===== src/ebps_map.vh =====
// ebps_map.vh: register offsets, field positions and reset values of the
// external bus phase sequencer.
// assumes: included by the sequencer module; definitions only.
`ifndef EBPS_MAP_VH
`define EBPS_MAP_VH

// ----------------------------------------
// register byte offsets
// ----------------------------------------
`define EBPS_OFS_CTRL 8'h00
`define EBPS_OFS_STATUS 8'h04
`define EBPS_OFS_RDATA 8'h08
`define EBPS_OFS_TCFG0 8'h10
`define EBPS_TCFG_STRIDE 8'h04

// ----------------------------------------
// control register fields
// ----------------------------------------
`define EBPS_CTRL_CLKDRV 0
`define EBPS_CTRL_RST 1'b1

// ----------------------------------------
// chip_select_timing_config fields
// ----------------------------------------
`define EBPS_TC_AB 0
`define EBPS_TC_ABX_LO 1
`define EBPS_TC_ABX_HI 2
`define EBPS_TC_C_LO 3
`define EBPS_TC_C_HI 4
`define EBPS_TC_D 5
`define EBPS_TC_E_LO 6
`define EBPS_TC_E_HI 10
`define EBPS_TC_F_LO 11
`define EBPS_TC_F_HI 12
`define EBPS_TC_RDYEN 13
`define EBPS_TC_RDYPOL 14
`define EBPS_TC_RDYASY 15
`define EBPS_TC_WIDTH 16
`define EBPS_TC_RST 16'h07df

`endif


===== src/ebps_sequencer.v =====
// ebps_sequencer.v: five-phase external bus cycle sequencer with a
// classic wishbone register slave and per chip-select timing settings.
// assumes: core requests arrive on clk; bus pins and ready come from
// outside the clock domain; one phase time unit is one clk cycle.
//
// Functional notes
// cycle runs phases AB, C, D, E, F in order
// phase lengths from selected chip-select timing config
// address setup normally one or two units
// window change adds zero to three setup units
// command delay 0-3, write setup 0-1 units
// hold phase lasts zero to three units
// access 1-32 units, ready may stretch it
// reference clock output equals system clock
// read data captured when read strobe releases
// ready active level chosen by configuration
// asynchronous ready adds an extra synchroniser stage
// phase counter in one-clock phase time units
// zero-length phases skipped within same cycle
`timescale 1ns/1ps
`include "ebps_map.vh"

module ebps_sequencer #(
    parameter NUM_CS = 4,
    parameter CS_W = 2,
    parameter ADDR_W = 24,
    parameter DATA_W = 16
) (
    // clock, reset, enable
    input wire clk,
    input wire reset_n,
    input wire ce,
    // wishbone register slave
    input wire wb_cyc_i,
    input wire wb_stb_i,
    input wire wb_we_i,
    input wire [7:0] wb_adr_i,
    input wire [3:0] wb_sel_i,
    input wire [31:0] wb_dat_i,
    output reg [31:0] wb_dat_o,
    output reg wb_ack_o,
    // core request port
    input wire reqValid,
    output wire reqReady,
    input wire reqWrite,
    input wire [CS_W-1:0] reqCs,
    input wire [ADDR_W-1:0] reqAddr,
    input wire [DATA_W-1:0] reqWdata,
    output reg rspValid,
    output reg [DATA_W-1:0] rspRdata,
    // external bus pins
    output reg [ADDR_W-1:0] busAddr,
    output reg [DATA_W-1:0] busDataOut,
    output reg busDataOe,
    input wire [DATA_W-1:0] busDataIn,
    output reg [NUM_CS-1:0] busCs_n,
    output reg busAle,
    output reg busRd_n,
    output reg busWr_n,
    input wire busReady,
    output wire busRefClkOut,
    output reg extClkDrvEn
);

    // ----------------------------------------
    // phase codes
    // ----------------------------------------
    localparam [2:0] PH_IDLE = 3'h0;
    localparam [2:0] PH_AB = 3'h1;
    localparam [2:0] PH_C = 3'h2;
    localparam [2:0] PH_D = 3'h3;
    localparam [2:0] PH_E = 3'h4;
    localparam [2:0] PH_F = 3'h5;

    // ----------------------------------------
    // declarations
    // ----------------------------------------
    reg [`EBPS_TC_WIDTH-1:0] tcfg_r [0:NUM_CS-1]; // timing config per chip select
    reg [2:0] phase_r; // current phase
    reg [5:0] cnt_r; // units left in phase
    reg [CS_W-1:0] lastCs_r; // window of previous cycle
    reg [CS_W-1:0] curCs_r; // window of running cycle
    reg write_r; // running cycle is a write
    reg [DATA_W-1:0] rdata_r; // last captured read data
    reg [DATA_W-1:0] dinS1_r, dinS2_r; // read data synchroniser
    reg rdyS1_r, rdyS2_r, rdyS3_r; // ready synchroniser
    reg [2:0] phaseNxt;
    reg [5:0] cntNxt;
    reg capture; // read data taken this edge
    wire [`EBPS_TC_WIDTH-1:0] tc; // config of running cycle
    wire [`EBPS_TC_WIDTH-1:0] tcReq; // config of requested cycle
    wire [5:0] lenC, lenD, lenE, lenF;
    wire [5:0] lenAbReq;
    wire rdyRaw, rdyActive;
    wire wbReq;

    assign tc = tcfg_r[curCs_r];
    assign tcReq = tcfg_r[reqCs];

    // lengths in phase time units
    assign lenC = {4'h0, tc[`EBPS_TC_C_HI:`EBPS_TC_C_LO]};
    assign lenD = {5'h00, tc[`EBPS_TC_D]};
    assign lenE = {1'b0, tc[`EBPS_TC_E_HI:`EBPS_TC_E_LO]} + 6'h01;
    assign lenF = {4'h0, tc[`EBPS_TC_F_HI:`EBPS_TC_F_LO]};
    // one or two units, plus extension on window change
    assign lenAbReq = {5'h00, tcReq[`EBPS_TC_AB]} + 6'h01
        + ((reqCs != lastCs_r) ? {4'h0, tcReq[`EBPS_TC_ABX_HI:`EBPS_TC_ABX_LO]} : 6'h00);

    // reference clock is the system clock; the driver enable is software's
    assign busRefClkOut = clk;

    // new request only when idle and running
    assign reqReady = ce && (phase_r == PH_IDLE);

    // ----------------------------------------
    // ready synchroniser
    // ----------------------------------------
    // two flops always; async mode reads a third stage
    always @(posedge clk) begin
        if (!reset_n) begin
            rdyS1_r <= 1'b0;
            rdyS2_r <= 1'b0;
            rdyS3_r <= 1'b0;
            dinS1_r <= {DATA_W{1'b0}};
            dinS2_r <= {DATA_W{1'b0}};
        end else if (ce) begin
            rdyS1_r <= busReady;
            rdyS2_r <= rdyS1_r;
            rdyS3_r <= rdyS2_r;
            dinS1_r <= busDataIn;
            dinS2_r <= dinS1_r;
        end
    end

    assign rdyRaw = tc[`EBPS_TC_RDYASY] ? rdyS3_r : rdyS2_r;
    assign rdyActive = (rdyRaw == tc[`EBPS_TC_RDYPOL]);

    // ----------------------------------------
    // next phase and counter
    // ----------------------------------------
    // leaving a phase jumps past every zero-length phase at once
    always @* begin
        phaseNxt = phase_r;
        cntNxt = cnt_r;
        capture = 1'b0;
        case (phase_r)
            PH_IDLE: begin
                if (reqValid) begin
                    phaseNxt = PH_AB;
                    cntNxt = lenAbReq;
                end
            end
            PH_AB: begin
                if (cnt_r > 6'h01) begin
                    cntNxt = cnt_r - 6'h01;
                end else if (lenC != 6'h00) begin
                    phaseNxt = PH_C;
                    cntNxt = lenC;
                end else if (lenD != 6'h00) begin
                    phaseNxt = PH_D;
                    cntNxt = lenD;
                end else begin
                    phaseNxt = PH_E;
                    cntNxt = lenE;
                end
            end
            PH_C: begin
                if (cnt_r > 6'h01) begin
                    cntNxt = cnt_r - 6'h01;
                end else if (lenD != 6'h00) begin
                    phaseNxt = PH_D;
                    cntNxt = lenD;
                end else begin
                    phaseNxt = PH_E;
                    cntNxt = lenE;
                end
            end
            PH_D: begin
                phaseNxt = PH_E;
                cntNxt = lenE;
            end
            PH_E: begin
                if (cnt_r > 6'h01) begin
                    cntNxt = cnt_r - 6'h01;
                end else if (tc[`EBPS_TC_RDYEN] && !rdyActive) begin
                    cntNxt = 6'h01;
                end else begin
                    capture = !write_r;
                    if (lenF != 6'h00) begin
                        phaseNxt = PH_F;
                        cntNxt = lenF;
                    end else begin
                        phaseNxt = PH_IDLE;
                        cntNxt = 6'h00;
                    end
                end
            end
            PH_F: begin
                if (cnt_r > 6'h01) begin
                    cntNxt = cnt_r - 6'h01;
                end else begin
                    phaseNxt = PH_IDLE;
                    cntNxt = 6'h00;
                end
            end
            default: begin
                phaseNxt = PH_IDLE;
                cntNxt = 6'h00;
            end
        endcase
    end

    // ----------------------------------------
    // sequencer state and pins
    // ----------------------------------------
    // pins follow the phase being entered, so they are flop outputs
    always @(posedge clk) begin
        if (!reset_n) begin
            phase_r <= PH_IDLE;
            cnt_r <= 6'h00;
            lastCs_r <= {CS_W{1'b0}};
            curCs_r <= {CS_W{1'b0}};
            write_r <= 1'b0;
            rdata_r <= {DATA_W{1'b0}};
            rspValid <= 1'b0;
            rspRdata <= {DATA_W{1'b0}};
            busAddr <= {ADDR_W{1'b0}};
            busDataOut <= {DATA_W{1'b0}};
            busDataOe <= 1'b0;
            busCs_n <= {NUM_CS{1'b1}};
            busAle <= 1'b0;
            busRd_n <= 1'b1;
            busWr_n <= 1'b1;
        end else if (ce) begin
            phase_r <= phaseNxt;
            cnt_r <= cntNxt;
            rspValid <= 1'b0;
            // latch the cycle's attributes on start
            if (phase_r == PH_IDLE && reqValid) begin
                curCs_r <= reqCs;
                lastCs_r <= reqCs;
                write_r <= reqWrite;
                busAddr <= reqAddr;
                busDataOut <= reqWdata;
            end
            // read data taken on the edge that ends the strobe
            if (capture) begin
                rdata_r <= dinS2_r;
                rspRdata <= dinS2_r;
            end
            // completion pulse on return to idle
            if (phase_r != PH_IDLE && phaseNxt == PH_IDLE) begin
                rspValid <= 1'b1;
            end
            // chip select over the whole cycle, one-hot
            busCs_n <= {NUM_CS{1'b1}};
            if (phaseNxt != PH_IDLE) begin
                busCs_n[(phase_r == PH_IDLE) ? reqCs : curCs_r] <= 1'b0;
            end
            busAle <= (phaseNxt == PH_AB);
            // strobes only during access
            busRd_n <= !(phaseNxt == PH_E && !((phase_r == PH_IDLE) ? reqWrite : write_r));
            busWr_n <= !(phaseNxt == PH_E && write_r);
            // write data from D through hold
            busDataOe <= write_r && (phaseNxt == PH_D || phaseNxt == PH_E || phaseNxt == PH_F);
        end
    end

    // ----------------------------------------
    // wishbone slave
    // ----------------------------------------
    // one wait state: ack one cycle after the strobe, then dropped
    assign wbReq = wb_cyc_i && wb_stb_i && !wb_ack_o;

    always @(posedge clk) begin
        if (!reset_n) begin
            wb_ack_o <= 1'b0;
            wb_dat_o <= 32'h0000_0000;
            extClkDrvEn <= `EBPS_CTRL_RST;
        end else if (ce) begin
            wb_ack_o <= wbReq;
            wb_dat_o <= 32'h0000_0000;
            if (wbReq && !wb_we_i) begin
                // unmapped addresses read as zero
                if (wb_adr_i == `EBPS_OFS_CTRL) begin
                    wb_dat_o <= {31'h0000_0000, extClkDrvEn};
                end else if (wb_adr_i == `EBPS_OFS_STATUS) begin
                    wb_dat_o <= {24'h00_0000, lastCs_r, 1'b0, phase_r, 1'b0, phase_r != PH_IDLE};
                end else if (wb_adr_i == `EBPS_OFS_RDATA) begin
                    wb_dat_o <= {{(32-DATA_W){1'b0}}, rdata_r};
                end
            end
            if (wbReq && wb_we_i && wb_sel_i[0] && wb_adr_i == `EBPS_OFS_CTRL) begin
                extClkDrvEn <= wb_dat_i[`EBPS_CTRL_CLKDRV];
            end
            if (wbReq && !wb_we_i) begin
                if (wb_adr_i >= `EBPS_OFS_TCFG0 && wb_adr_i < `EBPS_OFS_TCFG0 + NUM_CS * `EBPS_TCFG_STRIDE
                    && wb_adr_i[1:0] == 2'b00) begin
                    wb_dat_o <= {16'h0000, tcfg_r[wb_adr_i[CS_W+1:2]]};
                end
            end
        end
    end

    // ----------------------------------------
    // timing config registers, one per chip select
    // ----------------------------------------
    genvar gi;
    generate
        for (gi = 0; gi < NUM_CS; gi = gi + 1) begin : gTcfg
            // written low byte and high byte by lane
            always @(posedge clk) begin
                if (!reset_n) begin
                    tcfg_r[gi] <= `EBPS_TC_RST;
                end else if (ce && wbReq && wb_we_i
                    && wb_adr_i == `EBPS_OFS_TCFG0 + gi * `EBPS_TCFG_STRIDE) begin
                    if (wb_sel_i[0]) begin
                        tcfg_r[gi][7:0] <= wb_dat_i[7:0];
                    end
                    if (wb_sel_i[1]) begin
                        tcfg_r[gi][15:8] <= wb_dat_i[15:8];
                    end
                end
            end
        end
    endgenerate

endmodule


===== config.mk =====
export PLATFORM = sky130hd
export DESIGN_NAME = ebps_sequencer
export DESIGN_NICKNAME = d
export VERILOG_FILES = /design/src/ebps_sequencer.v
export VERILOG_INCLUDE_DIRS = /design/src
export SDC_FILE = /design/constraint.sdc
export NUM_CORES = 1
export LEC_CHECK = 0
export BUFFER_PORTS_ARGS = -buffer_cell sky130_fd_sc_hd__buf_2
export CAP_MARGIN = 15
export CORE_AREA = 4 4 161 163
export DETAILED_ROUTE_END_ITERATION = 8
export DIE_AREA = 0 0 165 167
export REMOVE_ABC_BUFFERS = 1
export SYNTH_ARGS = -nofsm -noshare
export SYNTH_HDL_FRONTEND = slang
export SYNTH_SLANG_ARGS = --single-unit

===== constraint.sdc =====
create_clock -name clk -period 3.9 [get_ports clk]
set_clock_uncertainty 0.15 [all_clocks]
set_input_delay 0.195 -clock clk [delete_from_list [all_inputs] [get_ports clk]]
set_output_delay 0.195 -clock clk [all_outputs]
set_load 0.01 [all_outputs]

==> summary.txt <==
Pwr
  • Leakage power: 0.00463 µW
  • Combinational Power Share: 14.1%
  • Switching Power: 1340 µW
  • Sequential power share: 45.2%
  • Clock share of power: 40.7%
  • Pwr Total: 4940 µW
  • Peak VDD IR: 0.356 mV
  • PwrDens: 414 nW/µm²
  • Internal power: 3590 µW
  • Switching power share of the total: 27.2%

Placement
  • Post-DP HPWL: 17600 µm
  • Post-Place Setup Slack: 0.815 ns
  • Port-buffer cells: 177
  • Placed cell area: 10400 µm²
  • Final Wtd Congestion: 0.873

Detailed routing
  • Final wirelength: 25600 µm
  • Post-DR vias/cell: 5.01
  • DR iter-0 viols: 587
  • Number of nets with antenna violations after routing: 0
  • DR pass1 iterations: 5
  • Routed WL per cell: 17.1 µm
  • Vias: 7492
  • Remaining DRCs: 0

STA
  • Max-slew violation count: 0
  • Tightest Pin Transition: 0.832 ns
  • Setup Total Neg Slack: 0 ns
  • Period utilization: 78.4%
  • F_max: 0.327 GHz
  • Fin crit period: 3.06 ns
  • PnR worst setup slack: 0.841 ns
  • RSZ-0062 raised after global routing: no
  • Endpoints failing setup: 0
  • Hold Vio Cnt, Final: 0
  • Worst slew margin: 44.5%

Finish
  • Final nets: 1274
  • Final Util: 49.0%
  • Fillcell total: 2237
  • Area occupied by multi-input gates: 4230 µm²
  • Antenna cells: 0
  • Commonest non-fill, non-tap cell in the layout: buf_2
  • Layout area overhead: 29.3%
  • Post-route cell area: 11900 µm²
  • Ratio of cells with drive above 1 in the final layout: 27.8%
  • Most frequent cells in the layout: buf_2 (176), dfxtp_1 (132), nand2_1 (126)
  • Seq. cell area: 4560 µm²

Clock network
  • Skew-Pair Late Insertion Delay: 0.54 ns
  • Post-CTS Setup Bufs: 0
  • Worst-path clk slew: 0.08 ns
  • CTS tree: yes

Die
  • # rows: 57
  • Die width: 165 µm
  • Initial Util: 37.9%
  • IO Count: 212
  • Die area: 27600 µm²
  • Core area: 24300 µm²
  • Die Span Y: 167 µm

GRT
  • Total gr overflow: 0
  • GRT Total Usage: 18.5%
  • Largest net degree at the start of global routing: 61
  • Vias in the first global route: 7265
  • Initial antenna violation count: 1
  • First-pass GRT wire length: 40100 µm

Setup path
  • Critical Path RT: 4.15 ns
  • Setup Crit Path Kind: flip-flop to flip-flop
  • Reg2reg setup slack: 0.84 ns
  • Worst EP arrival: 3.31 ns
  • Worst Path Max Fanout: 6
  • CP Capture Type: flip-flop
  • R2r endpoint: busWr_n
  • Startpoint Class: flip-flop
  • Register-to-Register Path Depth: 6

Job
  • Maxcap violations: 0

Yosys
  • Synth Flop Type: dfxtp_1
  • Ys Warns: 0
  • Syn Area/Cell: 10.1 µm²
  • Cell Area, Synth: 9210 µm²
  • Seq cells post-synth: 196
  • Share of async-settable or async-resettable flops after synthesis: 0%
  • Post-synthesis sequential area ratio: 49.5%
  • Unique cell type count in the Yosys netlist: 63
  • Mapped Cells: 913
  • Number of synthesized flops with an enable pin: 64

Outcome
  • Status: finished, final reports clean

Hold path
  • Hold EP: rdata_r[1]
  • Hold Path Depth: 3
  • Hold crit path type: input pin to flip-flop
  • Worst hold start: reset_n
[final cells by class]
cell class,count,share of cell area (%)
clock buffers,22,4.27
well taps,324,3.40
clock inverters,14,1.59
repair buffers,286,16.3
flip-flops and latches,196,38.3
inverters,22,0.693
multi-input cells,631,35.5
[power groups by stage]
stage          Sequential, µW  Clock (µW)  Combinational (µW)
3_5_place_dp             2280        15.5                 620
2_1_floorplan            2280           0                 348
5_1_grt                  2240        2140                 762
4_1_cts                  2230        2060                 692
6_report                 2230        2010                 694
3_3_place_gp             2280        15.5                 620
[flip-flops by register name, summed over array words and instances, names as in the netlist, 2 cells and up, named ones only]
register and flops:
dinS2_r 16, rdata_r 16, dinS1_r 16, phase_r 3
wb_dat_o 16, cnt_r 6, busAddr 24, curCs_r 2
busCs_n 4, busDataOut 16, tcfg_r 64
[cell usage after synthesis, types with 5 or more instances]
cell type | n | share of area (%)
mux4_2 | 31 | 7.6
o21ai_0 | 11 | 0.60
mux2i_1 | 41 | 4.5
nand3_1 | 10 | 0.54
nand2b_1 | 12 | 0.81
dfxtp_1 | 132 | 29
or3_1 | 19 | 1.3
nor2_1 | 87 | 3.5
nor3_1 | 17 | 0.92
or2_2 | 22 | 1.5
edfxtp_1 | 64 | 21
nand3_2 | 14 | 1.5
a221oi_1 | 9 | 0.86
clkbuf_1 | 48 | 2.0
inv_1 | 21 | 0.86
a31oi_1 | 6 | 0.41
a211oi_1 | 6 | 0.49
nand2_1 | 126 | 5.1
ha_1 | 5 | 0.68
and2_1 | 31 | 2.1
xor2_1 | 5 | 0.48
buf_4 | 18 | 1.5
buf_1 | 7 | 0.29
o21ai_2 | 16 | 1.5
a21oi_1 | 57 | 3.1
o22ai_1 | 14 | 0.95
a22oi_1 | 15 | 1.2
nor2b_1 | 11 | 0.75
[worst max-delay path, cell delays in order, from the launching register on]
cell and delay [ns]:
dfxtp_1 0.59, mux4_2 0.57, mux2i_1 0.19, mux2i_1 0.58, a211oi_2 0.23, nor4_1 0.46
a22oi_1 0.15
[metrics by stage]
step / cells / hold WS [ns]
2_1_floorplan: 849 / 0.0450
3_3_place_gp: 1374 / 0.146
3_5_place_dp: 1374 / 0.146
4_1_cts: 1495 / 0.0204
5_1_grt: 1495 / 0.0550
6_report: 1495 / 0.0467
[cell families (layout without fill, tap and decap cells)]
family	Yosys count	in the layout	share of synthesized area, %
mux	73	73	12.3
flops	196	196	49.5
buf+inv	101	344	5.20
other cells	1	16	0.0407
fa+ha+maj	5	5	0.679
compound gates	160	160	11.7
xor+xnor	9	9	0.856
simple gates	368	368	19.7
[how the worst max path moves through the flow]
stage | end | slack [ns] | from | cells past startpoint
2_1_floorplan | rdata_r[0] | 0.38 | flip-flop | 6
3_3_place_gp | busWr_n | 0.86 | flip-flop | 6
4_1_cts | busWr_n | 0.81 | flip-flop | 6
3_5_place_dp | busWr_n | 0.81 | flip-flop | 6
5_1_grt | busWr_n | 0.61 | flip-flop | 6
6_report | busWr_n | 0.84 | flip-flop | 6
[repair_timing]
item | CTS | global route
endpoints found under the setup margin | 0 | 0
resized for setup | 0 | 0
hold buffers | 86 | 0
hold endpoints to repair | 136 | 0
[per-layer routing]
| metal | GRT usage [%] | wire (µm) | vias to the layer above | part of all wire (%) |
|---|---|---|---|---|
| met1 | 24.2 | 11100 | 3505 | 43 |
| met4 | 5.79 | 525 | 2 | 2.1 |
| li1 | - | - | 3703 | - |
| met5 | 0 | 17 | - | 0.066 |
| met2 | 29.5 | 12000 | 255 | 47 |
| met3 | 5.24 | 1900 | 27 | 7.4 |
Note: power is estimated with default switching activity, not from simulation.
